File: src/shared/dbu_pkg.sv
// Purpose: Shared constants and types of the debug serial port.
// Assumes: One core clock; register port addressed by byte.
// Notes: Divider figures are core clocks per bit or per tick.
package dbu_pkg;

  // ****************************************************************
  // Register map and fields
  // ****************************************************************
  localparam logic [7:0] DBU_SCON_ADDR = 8'h98;
  localparam logic [7:0] DBU_SDATA_ADDR = 8'h99;
  localparam logic [7:0] DBU_SCON_RESET = 8'h00;
  localparam logic [7:0] DBU_SDATA_RESET = 8'h00;
  localparam int DBU_MODE_HI_POS = 7;
  localparam int DBU_MODE_LO_POS = 6;
  localparam int DBU_MULTIPROC_POS = 5;
  localparam int DBU_RX_EN_POS = 4;
  localparam int DBU_TX_NINTH_POS = 3;
  localparam int DBU_RX_NINTH_POS = 2;
  localparam int DBU_TX_DONE_POS = 1;
  localparam int DBU_RX_DONE_POS = 0;

  // ****************************************************************
  // Timing
  // ****************************************************************
  localparam int DBU_MODE0_BIT_CLKS = 6;
  localparam int DBU_TICKS_PER_BIT = 16;
  localparam int DBU_M2_DIV_SLOW = 64;
  localparam int DBU_M2_DIV_FAST = 32;
  localparam int DBU_M2_PRE_SLOW = DBU_M2_DIV_SLOW / DBU_TICKS_PER_BIT;
  localparam int DBU_M2_PRE_FAST = DBU_M2_DIV_FAST / DBU_TICKS_PER_BIT;
  localparam int DBU_RX_MID_TICK = DBU_TICKS_PER_BIT / 2 - 1;
  localparam int DBU_LAST_DATA_IDX = 8;
  localparam int DBU_FINAL_IDX = 9;

  // ****************************************************************
  // Types
  // ****************************************************************
  localparam int DBU_STREAM_W = 9;
  localparam int DBU_BUF_DEPTH = 2;

  typedef enum logic [1:0] {
    DBU_MODE_SHIFT = 2'b00,
    DBU_MODE_8VAR = 2'b01,
    DBU_MODE_9FIX = 2'b10,
    DBU_MODE_9VAR = 2'b11
  } dbu_mode_t;

  typedef enum logic [1:0] {
    DBU_RX_IDLE = 2'b00,
    DBU_RX_FRAME = 2'b01,
    DBU_RX_SHIFT = 2'b10
  } dbu_rx_state_t;

endpackage

File: src/shared/dbu_stream_if.sv
// Purpose: Valid/ready word stream between the port and its buffer.
// Assumes: Word taken on a clock edge where valid and ready are high.
// Notes: Carries the ninth bit above the data byte.
`timescale 1ns/100ps
interface dbu_stream_if #(parameter int W = 9);
  logic valid;
  logic ready;
  logic [W-1:0] data;
  modport src (output valid, output data, input ready);
  modport snk (input valid, input data, output ready);
endinterface

File: src/verilog/dbu_uart.sv
// Purpose: Four-mode debug serial port with rate selection and buffers.
// Assumes: Timer overflow pulses are one core clock wide, same clock.
// Notes: Read data appears on the clock after the read strobe.
`timescale 1ns/100ps

// Notes on behaviour
// - Hardware flag sets win over firmware control writes.
// - Two mode bits pick one of four modes.
// - Data address: write transmits, read returns receive.
// - Firmware cannot read transmit or write receive.
// - Mode 0 shifts one bit per six clocks.
// - Mode 2 bit rate is clock/64 or clock/32.
// - Modes 1 and 3 time from timer overflows.
// - Transmit select bit: timer1 clear, timer2 set.
// - Receive select bit chooses its own timer.
// - Timer1 trigger is overflow/32, or /16 doubled.
// - Timer2 trigger is overflow/16 regardless of doubling.
// - Timer1 auto-reload gives the stated bit rate.
// - Any timer1 configuration may drive the rate.
// - Timer2 baud mode gives clock/16/(65536-reload).
// - All rates come from the core clock.
// - Timer1 fastest setting: 96 clocks per bit.
// - Timer2 fastest setting: 16 clocks per bit.
// - Transmit done after eighth or ninth bit.
// - Receive done one clock after final sample.
// - Multiprocessor filter blocks flag and buffer loads.
// - Reception starts only while receive enable is set.
module dbu_uart import dbu_pkg::*; (
  input wire logic i_sys_clk,
  input wire logic i_rst_n,
  input wire logic [7:0] i_sfr_addr,
  input wire logic i_sfr_wr,
  input wire logic i_sfr_rd,
  input wire logic [7:0] i_sfr_wdata,
  output logic [7:0] o_sfr_rdata,
  input wire logic i_rate_double,
  input wire logic i_tx_timer_select,
  input wire logic i_rx_timer_select,
  input wire logic i_timer1_overflow_pulse,
  input wire logic i_timer2_overflow_pulse,
  input wire logic i_rxd,
  output logic o_rxd,
  output logic o_rxd_oe,
  output logic o_txd,
  output logic o_tx_done_flag,
  output logic o_rx_done_flag,
  output logic o_txbuf_ready
);

  typedef struct packed {
    logic rx_meta;
    logic rx_sync;
    logic rx_prev;
    logic [7:0] scon;
    logic [7:0] rx_data;
    logic [7:0] rdata;
    logic [1:0] m2_cnt;
    logic t1_half;
    logic tx_busy;
    logic [3:0] tx_idx;
    logic [3:0] tx_tcnt;
    logic [8:0] tx_shift;
    dbu_rx_state_t rx_st;
    logic [3:0] rx_idx;
    logic [3:0] rx_tcnt;
    logic [7:0] rx_shift;
    logic txd;
    logic rxd_out;
    logic rxd_oe;
  } dbu_uart_state_t;

  localparam dbu_uart_state_t STATE_RESET = '{
    rx_meta: 1'b1, rx_sync: 1'b1, rx_prev: 1'b1,
    scon: DBU_SCON_RESET, rx_data: DBU_SDATA_RESET,
    rdata: 8'h00, m2_cnt: 2'h0, t1_half: 1'b0, tx_busy: 1'b0,
    tx_idx: 4'h0, tx_tcnt: 4'h0, tx_shift: 9'h000,
    rx_st: DBU_RX_IDLE, rx_idx: 4'h0, rx_tcnt: 4'h0,
    rx_shift: 8'h00, txd: 1'b1, rxd_out: 1'b1, rxd_oe: 1'b0};

  localparam logic [1:0] M2_LAST_SLOW = 2'(DBU_M2_PRE_SLOW - 1);
  localparam logic [1:0] M2_LAST_FAST = 2'(DBU_M2_PRE_FAST - 1);
  localparam logic [3:0] RX_MID = 4'(DBU_RX_MID_TICK);
  localparam logic [3:0] LAST_DATA = 4'(DBU_LAST_DATA_IDX);
  localparam logic [3:0] FINAL_IDX = 4'(DBU_FINAL_IDX);
  localparam logic [3:0] M0_HALF = 4'(DBU_MODE0_BIT_CLKS / 2);

  dbu_uart_state_t state_reg;
  dbu_uart_state_t state_next;
  dbu_mode_t mode;
  logic m2_tick;
  logic t1_tick;
  logic tx_tick;
  logic rx_tick;
  logic tx_bit_end;
  logic tx_done_evt;
  logic rx_sample;
  logic rx_final;
  logic rx_accept;

  dbu_stream_if #(.W(DBU_STREAM_W)) tx_in ();
  dbu_stream_if #(.W(DBU_STREAM_W)) tx_out ();

  // ****************************************************************
  // Helpers
  // ****************************************************************
  // Mode 0 ticks every clock; mode 2 uses the core prescaler; the
  // variable modes never see the core clock directly.
  function automatic logic sel_tick(input dbu_mode_t m, input logic sel,
                                    input logic m2, input logic t1,
                                    input logic t2);
    case (m)
      DBU_MODE_SHIFT: sel_tick = 1'b1;
      DBU_MODE_9FIX: sel_tick = m2;
      default: sel_tick = sel ? t2 : t1;
    endcase
  endfunction

  function automatic logic [3:0] bit_last(input dbu_mode_t m);
    bit_last = (m == DBU_MODE_SHIFT) ? 4'(DBU_MODE0_BIT_CLKS - 1)
                                     : 4'(DBU_TICKS_PER_BIT - 1);
  endfunction

  function automatic logic [3:0] data_bits(input dbu_mode_t m);
    data_bits = m[1] ? 4'h9 : 4'h8;
  endfunction

  // ****************************************************************
  // Rate generation
  // ****************************************************************
  assign mode = dbu_mode_t'(state_reg.scon[DBU_MODE_HI_POS:
                                            DBU_MODE_LO_POS]);
  assign m2_tick = state_reg.m2_cnt >=
                   (i_rate_double ? M2_LAST_FAST : M2_LAST_SLOW);
  // Timer1 pulses are halved unless doubling; timer2 passes straight.
  assign t1_tick = i_timer1_overflow_pulse &&
                   (i_rate_double || state_reg.t1_half);
  assign tx_tick = sel_tick(mode, i_tx_timer_select, m2_tick, t1_tick,
                            i_timer2_overflow_pulse);
  assign rx_tick = sel_tick(mode, i_rx_timer_select, m2_tick, t1_tick,
                            i_timer2_overflow_pulse);

  // ****************************************************************
  // Transmit and receive events
  // ****************************************************************
  assign tx_bit_end = state_reg.tx_busy && tx_tick &&
                      (state_reg.tx_tcnt == bit_last(mode));
  assign tx_done_evt = tx_bit_end &&
                       (state_reg.tx_idx == data_bits(mode));
  assign rx_sample = (state_reg.rx_st == DBU_RX_SHIFT) ?
                     (state_reg.rx_tcnt == bit_last(mode)) :
                     ((state_reg.rx_st == DBU_RX_FRAME) && rx_tick &&
                      (state_reg.rx_tcnt == RX_MID));
  assign rx_final = rx_sample &&
                    (state_reg.rx_idx == ((state_reg.rx_st ==
                     DBU_RX_SHIFT) ? LAST_DATA : FINAL_IDX));
  assign rx_accept = rx_final && (mode == DBU_MODE_SHIFT ||
                     !state_reg.scon[DBU_MULTIPROC_POS] ||
                     state_reg.rx_sync);

  assign tx_in.valid = i_sfr_wr && (i_sfr_addr == DBU_SDATA_ADDR);
  assign tx_in.data = {state_reg.scon[DBU_TX_NINTH_POS], i_sfr_wdata};
  // Transmit waits while a mode 0 receive owns the shift pins.
  assign tx_out.ready = !state_reg.tx_busy &&
                        (state_reg.rx_st != DBU_RX_SHIFT);

  dbu_buf2 #(.W(DBU_STREAM_W), .DEPTH(DBU_BUF_DEPTH)) u_txbuf (
    .i_sys_clk(i_sys_clk),
    .i_rst_n(i_rst_n),
    .i_in(tx_in.snk),
    .o_out(tx_out.src)
  );

  // ****************************************************************
  // Next state
  // ****************************************************************
  always_comb begin
    state_next = state_reg;
    state_next.rx_meta = i_rxd;
    state_next.rx_sync = state_reg.rx_meta;
    state_next.rx_prev = state_reg.rx_sync;
    state_next.m2_cnt = m2_tick ? 2'h0 : 2'(state_reg.m2_cnt + 2'h1);
    if (i_timer1_overflow_pulse) begin
      state_next.t1_half = !state_reg.t1_half;
    end

    // Only the control register takes firmware data; the receive
    // buffer is loaded by the receiver alone.
    if (i_sfr_wr && i_sfr_addr == DBU_SCON_ADDR) begin
      state_next.scon = i_sfr_wdata;
    end
    if (i_sfr_rd) begin
      if (i_sfr_addr == DBU_SCON_ADDR) begin
        state_next.rdata = state_reg.scon;
      end else if (i_sfr_addr == DBU_SDATA_ADDR) begin
        state_next.rdata = state_reg.rx_data;
      end else begin
        state_next.rdata = 8'h00;
      end
    end

    if (!state_reg.tx_busy) begin
      if (tx_out.valid && tx_out.ready) begin
        state_next.tx_busy = 1'b1;
        state_next.tx_shift = tx_out.data;
        state_next.tx_tcnt = 4'h0;
        state_next.tx_idx = (mode == DBU_MODE_SHIFT) ? 4'h1 : 4'h0;
      end
    end else if (tx_tick) begin
      if (tx_bit_end) begin
        state_next.tx_tcnt = 4'h0;
        if (state_reg.tx_idx != 4'h0 &&
            state_reg.tx_idx <= data_bits(mode)) begin
          state_next.tx_shift = {1'b1, state_reg.tx_shift[8:1]};
        end
        if (state_reg.tx_idx == data_bits(mode) +
            ((mode == DBU_MODE_SHIFT) ? 4'h0 : 4'h1)) begin
          state_next.tx_busy = 1'b0;
        end else begin
          state_next.tx_idx = 4'(state_reg.tx_idx + 4'h1);
        end
      end else begin
        state_next.tx_tcnt = 4'(state_reg.tx_tcnt + 4'h1);
      end
    end

    case (state_reg.rx_st)
      DBU_RX_IDLE: begin
        state_next.rx_tcnt = 4'h0;
        if (state_reg.scon[DBU_RX_EN_POS]) begin
          if (mode == DBU_MODE_SHIFT) begin
            // A queued word wins, so both never start on one edge.
            if (!state_reg.scon[DBU_RX_DONE_POS] &&
                !state_reg.tx_busy && !tx_out.valid) begin
              state_next.rx_st = DBU_RX_SHIFT;
              state_next.rx_idx = 4'h1;
            end
          end else if (state_reg.rx_prev && !state_reg.rx_sync) begin
            state_next.rx_st = DBU_RX_FRAME;
            state_next.rx_idx = 4'h0;
          end
        end
      end
      DBU_RX_FRAME: begin
        if (rx_tick) begin
          state_next.rx_tcnt = 4'(state_reg.rx_tcnt + 4'h1);
        end
        if (rx_sample) begin
          state_next.rx_idx = 4'(state_reg.rx_idx + 4'h1);
          if (state_reg.rx_idx == 4'h0 && state_reg.rx_sync) begin
            state_next.rx_st = DBU_RX_IDLE; // False start, line high.
          end else if (rx_final) begin
            state_next.rx_st = DBU_RX_IDLE;
          end else if (state_reg.rx_idx != 4'h0) begin
            state_next.rx_shift = {state_reg.rx_sync,
                                   state_reg.rx_shift[7:1]};
          end
        end
      end
      DBU_RX_SHIFT: begin
        state_next.rx_tcnt = rx_sample ? 4'h0 :
                             4'(state_reg.rx_tcnt + 4'h1);
        if (rx_sample) begin
          state_next.rx_idx = 4'(state_reg.rx_idx + 4'h1);
          state_next.rx_shift = {state_reg.rx_sync,
                                 state_reg.rx_shift[7:1]};
          if (rx_final) begin
            state_next.rx_st = DBU_RX_IDLE;
          end
        end
      end
      default: state_next.rx_st = DBU_RX_IDLE;
    endcase

    // Flag sets come after the firmware write so that a set in the
    // same cycle as a read-modify-write is never lost.
    if (tx_done_evt) begin
      state_next.scon[DBU_TX_DONE_POS] = 1'b1;
    end
    if (rx_accept) begin
      state_next.scon[DBU_RX_DONE_POS] = 1'b1;
      if (mode == DBU_MODE_SHIFT) begin
        state_next.rx_data = {state_reg.rx_sync, state_reg.rx_shift[7:1]};
      end else begin
        state_next.rx_data = state_reg.rx_shift;
        state_next.scon[DBU_RX_NINTH_POS] = state_reg.rx_sync;
      end
    end

    state_next.rxd_oe = state_next.tx_busy && (mode == DBU_MODE_SHIFT);
    state_next.rxd_out = !state_next.tx_busy ? 1'b1 :
                         (state_next.tx_idx == 4'h0) ? 1'b0 :
                         (state_next.tx_idx <= data_bits(mode)) ?
                         state_next.tx_shift[0] : 1'b1;
    if (mode != DBU_MODE_SHIFT) begin
      state_next.txd = state_next.rxd_out;
    end else if (state_next.tx_busy) begin
      state_next.txd = state_next.tx_tcnt >= M0_HALF;
    end else if (state_next.rx_st == DBU_RX_SHIFT) begin
      state_next.txd = state_next.rx_tcnt >= M0_HALF;
    end else begin
      state_next.txd = 1'b1;
    end
  end

  always_ff @(posedge i_sys_clk or negedge i_rst_n) begin
    if (!i_rst_n) begin
      state_reg <= STATE_RESET;
    end else begin
      state_reg <= state_next;
    end
  end

  assign o_sfr_rdata = state_reg.rdata;
  assign o_rxd = state_reg.rxd_out;
  assign o_rxd_oe = state_reg.rxd_oe;
  assign o_txd = state_reg.txd;
  assign o_tx_done_flag = state_reg.scon[DBU_TX_DONE_POS];
  assign o_rx_done_flag = state_reg.scon[DBU_RX_DONE_POS];
  assign o_txbuf_ready = tx_in.ready;

  // ****************************************************************
  // Checks
  // ****************************************************************
  mode0_bit_a: assert property (@(posedge i_sys_clk)
    disable iff (!i_rst_n)
    tx_bit_end && mode == DBU_MODE_SHIFT ##1 mode == DBU_MODE_SHIFT
    |-> !tx_bit_end[*5])
    else $error("Mode 0 bit shorter than six clocks.");

  mode2_rate_a: assert property (@(posedge i_sys_clk)
    disable iff (!i_rst_n)
    m2_tick && !i_rate_double |=> (!m2_tick || i_rate_double)[*3])
    else $error("Mode 2 tick faster than one per four clocks.");

  tx_t2_a: assert property (@(posedge i_sys_clk)
    disable iff (!i_rst_n)
    mode[0] && i_tx_timer_select |-> tx_tick == i_timer2_overflow_pulse)
    else $error("Transmit tick not following timer2.");

  rx_t1_a: assert property (@(posedge i_sys_clk)
    disable iff (!i_rst_n)
    mode[0] && !i_rx_timer_select && i_rate_double
    |-> rx_tick == i_timer1_overflow_pulse)
    else $error("Receive tick not following timer1 when doubled.");

  tx_done_a: assert property (@(posedge i_sys_clk)
    disable iff (!i_rst_n)
    $rose(o_tx_done_flag) && !$past(i_sfr_wr)
    |-> $past(state_reg.tx_idx) == data_bits($past(mode)))
    else $error("Transmit done set at the wrong bit.");

  set_wins_a: assert property (@(posedge i_sys_clk)
    disable iff (!i_rst_n)
    tx_done_evt && i_sfr_wr && i_sfr_addr == DBU_SCON_ADDR
    |=> o_tx_done_flag)
    else $error("Firmware write overwrote a hardware flag set.");

  rx_done_a: assert property (@(posedge i_sys_clk)
    disable iff (!i_rst_n)
    $rose(o_rx_done_flag) && !$past(i_sfr_wr) |-> $past(rx_final))
    else $error("Receive done not one clock after final sample.");

  filter_hold_a: assert property (@(posedge i_sys_clk)
    disable iff (!i_rst_n)
    rx_final && mode != DBU_MODE_SHIFT && !state_reg.rx_sync &&
    state_reg.scon[DBU_MULTIPROC_POS] |=> $stable(state_reg.rx_data))
    else $error("Filtered frame loaded the receive buffer.");

  rx_enable_a: assert property (@(posedge i_sys_clk)
    disable iff (!i_rst_n)
    state_reg.rx_st == DBU_RX_IDLE && !state_reg.scon[DBU_RX_EN_POS]
    |=> state_reg.rx_st == DBU_RX_IDLE)
    else $error("Reception started while disabled.");

  tx_write_a: assert property (@(posedge i_sys_clk)
    disable iff (!i_rst_n)
    tx_in.valid && !rx_accept |=> $stable(state_reg.rx_data))
    else $error("Data write reached the receive buffer.");

endmodule

File: src/verilog/dbu_buf2.sv
// Purpose: Small first-in first-out buffer with valid/ready sides.
// Assumes: Both sides on the same clock.
// Notes: Full refuses, so the source must watch ready.
`timescale 1ns/100ps
module dbu_buf2 import dbu_pkg::*; #(
  parameter int W = DBU_STREAM_W,
  parameter int DEPTH = DBU_BUF_DEPTH
) (
  input wire logic i_sys_clk,
  input wire logic i_rst_n,
  dbu_stream_if.snk i_in,
  dbu_stream_if.src o_out
);

  localparam int PW = (DEPTH > 1) ? $clog2(DEPTH) : 1;
  localparam int CW = $clog2(DEPTH + 1);

  typedef struct packed {
    logic [DEPTH-1:0][W-1:0] mem;
    logic [PW-1:0] wr_ptr;
    logic [PW-1:0] rd_ptr;
    logic [CW-1:0] count;
  } dbu_buf_state_t;

  dbu_buf_state_t state_reg;
  dbu_buf_state_t state_next;
  logic push;
  logic pop;

  function automatic logic [PW-1:0] ptr_inc(input logic [PW-1:0] p);
    ptr_inc = (p == PW'(DEPTH - 1)) ? '0 : PW'(p + 1'b1);
  endfunction

  assign i_in.ready = (state_reg.count != CW'(DEPTH));
  assign o_out.valid = (state_reg.count != '0);
  assign o_out.data = state_reg.mem[state_reg.rd_ptr];
  assign push = i_in.valid && i_in.ready;
  assign pop = o_out.valid && o_out.ready;

  always_comb begin
    state_next = state_reg;
    if (push) begin
      state_next.mem[state_reg.wr_ptr] = i_in.data;
      state_next.wr_ptr = ptr_inc(state_reg.wr_ptr);
    end
    if (pop) begin
      state_next.rd_ptr = ptr_inc(state_reg.rd_ptr);
    end
    state_next.count = CW'(state_reg.count + CW'(push) - CW'(pop));
  end

  always_ff @(posedge i_sys_clk or negedge i_rst_n) begin
    if (!i_rst_n) begin
      state_reg <= '0;
    end else begin
      state_reg <= state_next;
    end
  end

  full_refuse_a: assert property (@(posedge i_sys_clk)
    disable iff (!i_rst_n)
    (state_reg.count == CW'(DEPTH)) && !pop |=> !i_in.ready)
    else $error("Buffer accepted a word while full.");

  word_kept_a: assert property (@(posedge i_sys_clk)
    disable iff (!i_rst_n)
    push && !o_out.valid |=> o_out.valid && (o_out.data == $past(i_in.data)))
    else $error("Word pushed into empty buffer was not presented.");

endmodule

File: config.mk
export PLATFORM = sky130hd
export DESIGN_NAME = dbu_uart
export DESIGN_NICKNAME = d
export VERILOG_FILES = /design/src/shared/dbu_pkg.sv /design/src/shared/dbu_stream_if.sv /design/src/verilog/dbu_uart.sv /design/src/verilog/dbu_buf2.sv
export SDC_FILE = /design/constraint.sdc
export NUM_CORES = 1
export LEC_CHECK = 0
export BUFFER_PORTS_ARGS = -buffer_cell sky130_fd_sc_hd__buf_4
export CORE_ASPECT_RATIO = 1.75
export CORE_MARGIN = 5
export CORE_UTILIZATION = 55
export DETAILED_ROUTE_END_ITERATION = 10
export GPL_TIMING_DRIVEN = 0
export PLACE_DENSITY = 0.86
export SYNTH_ARGS = -nofsm -noshare
export SYNTH_HDL_FRONTEND = slang
export SYNTH_SLANG_ARGS = --single-unit
export TNS_END_PERCENT = 10
File: constraint.sdc
create_clock -name i_sys_clk -period 3.95 [get_ports i_sys_clk]
set_clock_uncertainty 0.2 [all_clocks]
set_input_delay 0.79 -clock i_sys_clk [delete_from_list [all_inputs] [get_ports i_sys_clk]]
set_output_delay 0.79 -clock i_sys_clk [all_outputs]
set_load 0.005 [all_outputs]
; ---- Word-level counts from Yosys, hierarchy flattened
; Cells that the tools add are included.
[totals]
regBits = 91
latchBits = 0
ram_bits = 0
mem_bits_ro = 0
input_bits = 26
out_inout_bits = 14
word_cells = 176
memories = 0
[classes]
add_sub_neg = 10
n_mul = 0
n_div = 0
n_lt_le_gt_ge = 8
eq_ne = 25
shifts = 0
mux = 60
bitwise = 0
reduce_logical = 45
[ops]
columns = op, n
row1 = 8-bit two-way mux, 8
row2 = 18-bit two-way mux, 3
row3 = 9-bit two-way mux, 6
row4 = 6-bit two-way mux, 6
row5 = 8-bit one-hot mux with 3 select lines, 1
row6 = 4-bit == test, 5
row7 = 1-bit logical AND, 20
row8 = 4-bit two-way mux, 5
row9 = 1-bit two-way mux, 19
row10 = 18-bit bitwise mux, 1
row11 = 4-bit by 1-bit adder with 4-bit output (second input constant), 4
row12 = 8-bit == test (second input constant), 2
row13 = 8-bit one-hot mux with 2 select lines, 1
row14 = 2-bit inequality test (second input constant), 7
row15 = 6-bit AND reduction, 2
row16 = 2-bit nonzero test, 6
row17 = 9-bit demux with 1-bit select, 1
row18 = 4-bit by 2-bit greater-or-equal comparator with 1-bit output (second input constant), 2
row19 = 4-bit less-or-equal comparator, 2
row20 = 4-bit zero test, 2
row21 = 2-bit two-way mux, 4
row22 = 2-bit by 1-bit inequality test with 1-bit output (second input constant), 4
row23 = 4-bit nonzero test, 2
row24 = 2-bit == test (second input constant), 3
row25 = other kinds (20), 32

; ---- Depth between registers and ports, before layout
; Gate-level depths: netlist of the first run.
[logic_depth]
word_depth = 16
depth_mapped = 12
depth_no_buf = 11

; ---- Cells and area by module
; A second synthesis of the first run with hierarchy kept.
[hier_totals]
cells_unflattened = 444
area_unflattened_um2 = 4794.6
[modules_own_cells]
columns = mod, instances, cells_each, area_each_um2
row1 = dbu_uart, 1, 379, 3731.1
row2 = dbu_buf2, 1, 65, 1063.5

; ---- Least setup slack after synthesis of the first run
; No wires, ideal clock.
[synth_timing]
path_type = input-to-reg
start = input i_rate_double
end = register state_reg, in the netlist o_txd
setup_ps = 93
t_arrival_ps = 2735
required_ps = 3657
path_slack_ps = 922
stages = 8
path_cell_list = ha_1 > nand2_1 > nand3_1 > nand3_1 > mux2_2 > a211o_2 > o311ai_1 > o211ai_2
[synth_rtl]
columns = element, line
row1 = "start, declared", dbu_uart.sv:36  ; input wire logic i_rate_double,
row2 = "end signal, assigned", dbu_uart.sv:309  ; state_reg <= state_next;
row3 = "end, declared", dbu_uart.sv:87  ; dbu_uart_state_t state_reg;

; ---- Worst setup path in the final report of the first run
[layout_timing]
start = input i_rate_double
end = register state_reg[55] in the netlist's numbering
[layout_between]
elab_chain_cells = 9
[layout_lines]
columns = element, line
row1 = branches (longest 3 deep; another with 2-bit greater-or-equal comparator), n/a
row2 = 1-bit one-hot mux with 2 select lines (*), dbu_uart.sv:111  ; case (m)
row3 = 1-bit logical AND (*) (2 in a row), dbu_uart.sv:151  ; ((state_reg.rx_st == DBU_RX_FRAME) && rx_tick &&
row4 = 1-bit two-way mux (*), dbu_uart.sv:149  ; assign rx_sample = (state_reg.rx_st == DBU_RX_SHIFT) ?
row5 = 1-bit logical AND (*), dbu_uart.sv:153  ; assign rx_final = rx_sample &&
row6 = 1-bit logical AND (*), dbu_uart.sv:156  ; assign rx_accept = rx_final && (mode == DBU_MODE_SHIFT ||
; Mark *: on every way between the ends.
; A chain may end at the register's enable or synchronous reset.

==> results.yml, run 1 <==
sta:
  finalSetupTns_ns: 0
  setup_viol: 0
  drv_slew: 0
  period_needed_ns: 3.241
  hold_viol: 0
  fmax_mhz: 308.5
  worst_pin_slew_ns: 1.135
  rsz0062_at_grt: "no"
  slew_headroom_pct: 24.33
  post-route-period-util_pct: 82.05
global_route:
  use_met2_pct: 36.65
  grt_pass1_vias: 3676
  use_met3_pct: 5.404
  antenna_found_initial: 0
  met1_usage_pct: 23.51
  grt_pass1_wl_um: 17640
  grt_busiest_layer: "met2"
  grt_max_degree: 92
  overflow: 0
  grt.total_usage_pct: 21.70
final_layout:
  drive_above_1_share_pct: 22.96
  final_cell_mix: "dfrtp_1, buf_4, mux2i_1"
  multi_input_area_sq_mm: 0.002156
  area_growth_pct: 15.62
  regArea_sq_mm: 0.002283
  antennaDiodeCount: 0
  final_cells: 594
  nets: 511
  final_common_cell: "dfrtp_1"
  nFillCells: 616
  largest_reg_flops: 52
clock_network:
  h-tree-depth: 3
  cts_max_path_buffers: 2
  clockRootBuffer: "clkbuf_16"
  cts_hold_buf: 0
  cts_buffers: 9
  worstSkewPairLatency_ns: 0.35
  cts_resized: 0
  cts_tree: "built"
  path_clk_slew_ns: 0.06
  postCtsSetupBuffers: 0
  clock_sinks: 91
yosys:
  synthTopCellsByArea: "dfrtp_1, mux2i_1, mux2_2"
  synth-simple-area-share_pct: 11.75
  synth_top_family_by_area: "compound AO/OA/AOI/OAI gates"
  synth_nets: 463
  syn_inst: 426
  synth-compound-area-share_pct: 14.94
  muxShareOfSynthArea_pct: 14.89
  ys_seq_area_share_pct: 48.97
  synth_area_sq_mm: 0.004663
  synth-edff-count: 0
  ys_warn_count: 0
  syn_avg_cell_area_sq_um: 10.95
  ys_types: 72
  synthXorXnorAreaFrac_pct: 1.690
  netlist.area_leader.share_pct: 46.15
  yosys.area_share.adder_pct: 2.951
  synth_top_cell_by_area: "dfrtp_1"
  synth_seq_cells: 91
  async_flop_share_pct: 100.0
  ys.flop_type: "dfrtp_1"
power:
  power.density_mw_per_mm2: 587.3
  p_sw_share_pct: 35.54
  p_sw_mw: 1.125
  finalPower_mw: 3.166
  pwr-share-seq_pct: 41.5
  p_leak_nw: 2.550
  clockPowerShare_pct: 28.0
  worst_ir_drop_vdd_mv: 0.4602
  intPower_mw: 2.041
  combPwrFrac_pct: 30.5
placement:
  dp_cells: 578
  gp_congestion: 0.8968
  port_buffers: 37
  dp_hpwl_um: 7599
route:
  drtIter0Drc: 196
  dr.pass1.iters: 5
  vias_per_cell: 6.057
  vias: 3598
  remaining_drc_errors: 0
  drt-total-wl_um: 10740
  wl_per_cell_um: 18.08
  final_antenna_net_count: 0
floorplan:
  die_height_um: 131.8
  start_util_pct: 56.10
  io_pins: 40
  placementRows: 44
  dieWidth_um: 79.61
  core_area_sq_mm: 0.008313
  die-area_sq_mm: 0.01049
worst_setup_path:
  worst_setup_path_start_kind: "primary input"
  cp-end-kind: "flip-flop"
  worstPathArrival_ns: 3.27
  worst-endpoint-required_ns: 3.97
  critical_path_peak_fanout: 10
  critPathKind: "primary input to flip-flop"
min_path:
  hold_path_class: "flip-flop to flip-flop"
job:
  maxCapViolCount: 0
status:
  outcome: "finished clean"
[worst paths after layout]
path                                     startpoint                          to  slack, ns  depth (start not counted)
max                                   i_rate_double   state_reg[55]$_DFFE_PN0P_       0.71                         10
min                        state_next[67]$_DFF_PN1_    state_next[66]$_DFF_PN1_       0.16                          0
max reg2reg                     mode[1]$_DFFE_PN0P_             o_txd$_DFF_PN1_       0.71                         10
min reg2reg                state_next[67]$_DFF_PN1_    state_next[66]$_DFF_PN1_       0.16                          0
max in group asynchronous                   i_rst_n  o_sfr_rdata[2]$_DFFE_PN0P_       2.36                          1
min in group asynchronous                   i_rst_n     state_reg[11]$_DFF_PN0_       0.45                          1
[logic make-up (layout without fill, tap and decap cells)]
group	after synthesis	in the layout
AO/OA/AOI/OAI	93	93
XOR/XNOR	9	9
adder cells (fa/ha/maj)	11	11
buffers and inverters	51	104
flip-flops	91	91
multiplexers	65	65
AND/OR/NAND/NOR	106	106
[routing by layer]
metal,up-vias,wire length [um]
li1,1650,-
met1,1777,3918
met2,126,5762
met3,45,485
met4,0,572
met5,-,0
[layout make-up]
class / instances / share of cell area, %
Sequential cell: 91 / 42.35
Multi-Input combinational cell: 284 / 39.99
Clock buffer: 9 / 4.177
Tap cell: 115 / 2.669
Inverter: 26 / 1.810
Buffer: 25 / 2.344
Timing Repair Buffer: 37 / 5.152
Clock inverter: 7 / 1.508
[synthesized netlist by cell type (all sizes together) (2+ instances only)]
| cell type | number |
|---|---|
| a31oi | 4 |
| o31ai | 4 |
| and4 | 3 |
| nand4 | 4 |
| o211ai | 7 |
| mux2 | 32 |
| buf | 11 |
| inv | 26 |
| mux2i | 33 |
| nand2b | 2 |
| or4 | 3 |
| clkbuf | 14 |
| nand3 | 12 |
| a22oi | 2 |
| o211a | 2 |
| ha | 11 |
| a221o | 8 |
| a21o | 2 |
| o21ai | 21 |
| xor2 | 4 |
| and3 | 3 |
| nor2 | 25 |
| o22ai | 12 |
| a211o | 2 |
| o311ai | 2 |
| nor3 | 6 |
| a41oi | 3 |
| dfrtp | 86 |
| nand2 | 31 |
| a211oi | 4 |
| a21boi | 2 |
| nor4b | 2 |
| a21oi | 8 |
| xnor2 | 5 |
| o32ai | 2 |
| nor2b | 4 |
| dfstp | 5 |
| or4b | 2 |
[power groups by stage]
stage / sequential (mW) / clock, mW / combinational [mW]
after floorplan: 1.27 / 0 / 0.679
after global placement: 1.31 / 0 / 0.878
after detailed placement: 1.32 / 0 / 0.930
after CTS: 1.31 / 0.901 / 0.950
after global routing: 1.34 / 0.935 / 1.06
final: 1.31 / 0.887 / 0.966
[worst max-delay path, cell delays in order]
cell and delay (ns):
buf_4 0.12, ha_1 0.29, nand2_1 0.06, nand3_1 0.32, nand2_1 0.24, o31ai_1 0.54
nand4_2 0.38, clkbuf_1 0.31, nand2_1 0.13, o21ai_1 0.08
[metrics by stage]
stage,worst slack [ns],util (%),instance area (sq um),hold WS [ns]
detailed placement,0.4281,61.17,5085,0.1472
global route,0.4852,64.86,5391,0.1590
CTS,0.7344,64.86,5391,0.1564
floorplan,0.9221,-,4663,0.1452
finish,0.7090,64.86,5391,0.1561
global placement,0.4958,61.17,5085,0.1462
Power figures use the tool's default switching activity.
==> inputs of run 2 (changes only) <==
--- a/config.mk
+++ b/config.mk
@@ -5,13 +5,14 @@
 export SDC_FILE = /design/constraint.sdc
 export NUM_CORES = 1
 export LEC_CHECK = 0
+export ABC_AREA = 1
 export BUFFER_PORTS_ARGS = -buffer_cell sky130_fd_sc_hd__buf_4
 export CORE_ASPECT_RATIO = 1.75
 export CORE_MARGIN = 5
-export CORE_UTILIZATION = 55
+export CORE_UTILIZATION = 54
 export DETAILED_ROUTE_END_ITERATION = 10
 export GPL_TIMING_DRIVEN = 0
-export PLACE_DENSITY = 0.86
+export PLACE_DENSITY = 0.88
 export SYNTH_ARGS = -nofsm -noshare
 export SYNTH_HDL_FRONTEND = slang
 export SYNTH_SLANG_ARGS = --single-unit
==> constraint.sdc (replaced) <==
create_clock -name i_sys_clk -period 2.83 [get_ports i_sys_clk]
set_clock_uncertainty 0.2 [all_clocks]
set_input_delay 0.566 -clock i_sys_clk [delete_from_list [all_inputs] [get_ports i_sys_clk]]
set_output_delay 0.566 -clock i_sys_clk [all_outputs]
set_load 0.005 [all_outputs]
==> run 2 against run 1 <==
Net effect:
- total power grew 40%
- via count grew 17%
- first-iteration DRC count is 46% higher
- hold slack worse by 0.038 ns
- synthesized area grew 1.8%
- sequential share of layout area is 1.2 points lower
- count of clock-buffer cells in the layout is the same
- die area rose by 3.3%
- critical path type is now flip-flop to flip-flop
- critical endpoint is now o_txd$_DFF_PN1_
- largest cell class unchanged
==> results.yml, run 2 <==
global_route:
  grt_pass1_vias: 4288
  grt_pass1_wl_um: 19380
  grt.total_usage_pct: 23.00
  grt_max_degree: 92
  overflow: 0
  antenna_found_initial: 0
yosys:
  syn_avg_cell_area_sq_um: 8.089
  synth_area_sq_mm: 0.004748
  ys_types: 45
  ys_seq_area_share_pct: 48.09
  synth_top_cell_by_area: "dfrtp_1"
  synthXorXnorAreaFrac_pct: 2.213
  synth-simple-area-share_pct: 25.11
  syn_inst: 587
  muxShareOfSynthArea_pct: 0
  ys.flop_type: "dfrtp_1"
  yosysMostFrequentCell: "nand2_1"
  ys_warn_count: 0
  synth_common_cells: "nand2_1, dfrtp_1, inv_1"
  yosys.area_share.adder_pct: 2.899
  synth_seq_cells: 91
  synth-compound-area-share_pct: 12.65
  synthTopCellsByArea: "dfrtp_1, nand2_1, o21ai_0"
  synth_top_family_by_area: "simple AND/OR/NAND/NOR gates"
  synth-edff-count: 0
  synth_nets: 624
  async_flop_share_pct: 100.0
  netlist.area_leader.share_pct: 45.32
worst_setup_path:
  critical_path_peak_fanout: 3
  critPathKind: "flip-flop to flip-flop"
  worstPathArrival_ns: 2.80
  rr_worst_depth: 19
  cp-end-kind: "flip-flop"
  worst-endpoint-required_ns: 2.93
  reg2reg_slack_ns: 0.13
  r2r-start: "state_reg[41]$_DFF_PN0_"
  worst_setup_path_start_kind: "flip-flop"
  reg2reg_to: "o_txd$_DFF_PN1_"
sta:
  finalWorstSetupSlack_ns: 0.1258
  worst_pin_slew_ns: 1.123
  finalSetupTns_ns: 0
  drv_slew: 0
  fmax_mhz: 369.8
  hold_viol: 0
  post-route-period-util_pct: 95.56
  setup_viol: 0
  period_needed_ns: 2.704
  slew_headroom_pct: 25.16
floorplan:
  io_pins: 40
  dieWidth_um: 80.89
  core_area_sq_mm: 0.008615
  die_height_um: 134.0
  placementRows: 45
  die-area_sq_mm: 0.01084
  start_util_pct: 55.12
status:
  outcome: "finished clean"
clock_network:
  cts_buffers: 9
  cts_max_path_buffers: 2
  h-tree-depth: 3
  cts_tree: "built"
  clock_sinks: 91
  clockRootBuffer: "clkbuf_16"
  path_clk_slew_ns: 0.07
  worstSkewPairLatency_ns: 0.36
  cts_hold_buf: 0
final_layout:
  largest_reg_flops: 52
  area_growth_pct: 16.89
  drive_above_1_share_pct: 17.47
  final_cell_mix: "nand2_1, dfrtp_1, inv_1"
  antennaDiodeCount: 0
  finalInstanceArea_sq_mm: 0.005550
  nets: 679
  final_common_cell: "nand2_1"
route:
  remaining_drc_errors: 0
  drtIter0Drc: 287
  drt-total-wl_um: 11640
  vias: 4213
  dr.pass1.iters: 5
  vias_per_cell: 5.514
  final_antenna_net_count: 0
  wl_per_cell_um: 15.23
placement:
  dp_hpwl_um: 8494
  port_buffers: 39
  pre_cts_slack_ns: -0.3013
  postPlaceCellArea_sq_mm: 0.005187
  gp_congestion: 0.9083
power:
  power.density_mw_per_mm2: 795.9
  p_leak_nw: 2.764
  worst_ir_drop_vdd_mv: 0.5394
job:
  maxCapViolCount: 0
min_path:
  hold_path_depth: 1
  hold_path_class: "primary input to flip-flop"
  hold_path.startpoint: "i_rxd"
  hold_path_end: "state_next[67]$_DFF_PN1_"
## run 2: changes by cell type after synthesis, moves of 7 or more
cell      before  now
o21ai_0        8   63
o22ai_1       12    0
o311ai_0       1    8
mux2_2        28    0
clkbuf_1      14    4
nor2_1        25   53
nand3_1       12   19
mux2i_1       32    0
a221o_1        8    0
a21oi_1        6   15
nand2_1       31  163
inv_1         25   72
## run 2: cells by family (layout without fill, tap and decap cells)
family / count (synthesis) / in the layout
fa+ha+maj: 11 / 11
compound gates: 106 / 106
simple gates: 271 / 271
flops: 91 / 91
buf+inv: 96 / 156
xor+xnor: 12 / 12
## run 2: power breakdown
| group | internal, mW | switching [mW] |
|---|---|---|
| logic | 0.587 | 0.869 |
| registers | 1.55 | 0.211 |
| clock network | 0.629 | 0.573 |
## run 2: metal layers
metal | GRT usage [%] | wire [um] | vias up
met5 | 0 | 0 | -
met4 | 11.47 | 407 | 0
met3 | 4.839 | 519 | 38
met2 | 42.36 | 6664 | 149
met1 | 23.70 | 4046 | 2036
li1 | - | - | 1990
## run 2: timing repair
item | in CTS | in global routing
setup endpoints to repair | 1 | 3
gates cloned | 0 | 0
gates resized for setup | 0 | 7
buffers inserted | 1 | 5
pin swaps | 1 | 2
## run 2: worst max-delay path: stages, from the launching register on
cell	delay [ns]
dfrtp_1	0.38
ha_1	0.28
nand2_1	0.06
nand2_2	0.10
nor2_2	0.06
inv_2	0.09
nand3_4	0.11
nor2_8	0.10
nand3_1	0.08
nand3_1	0.11
nand2_2	0.08
ha_1	0.27
or2_2	0.28
nand4_1	0.09
nand2_1	0.05
nand2_1	0.05
nand2_1	0.07
nand2_2	0.08
nand2_2	0.05
nand2_1	0.05
## run 2: worst max-delay path by stage
stage                            to  depth (start not counted)  slack (ns)                    start
floorplan           o_txd$_DFF_PN1_                         19        0.13            i_rate_double
global placement    o_txd$_DFF_PN1_                         20       -0.20            i_rate_double
detailed placement  o_txd$_DFF_PN1_                         20       -0.30            i_rate_double
CTS                 o_txd$_DFF_PN1_                         19      0.0003  state_reg[41]$_DFF_PN0_
global route        o_txd$_DFF_PN1_                         19       -0.05  state_reg[41]$_DFF_PN0_
finish              o_txd$_DFF_PN1_                         19        0.13  state_reg[41]$_DFF_PN0_
## run 2: area by class of cell
cell class / count / area, sq um
fill: 686 / 3064
inverter: 77 / 289.0
sequential: 91 / 2285
clock buffer: 9 / 225.2
timing repair buffer: 45 / 337.8
clock inverter: 7 / 76.32
buffer: 18 / 136.4
tap: 117 / 146.4
multi-input combinational: 400 / 2054
## run 2: through the flow
step                util [%]  std cells  power, mW  hold WS [ns]
global route           64.43        764      4.705        0.1173
floorplan                  -        587      2.691       0.07041
detailed placement     60.22        743      3.133        0.1511
CTS                    63.76        759      4.336        0.1144
global placement       60.22        743      3.031        0.1461
finish                 64.43        764      4.417        0.1185
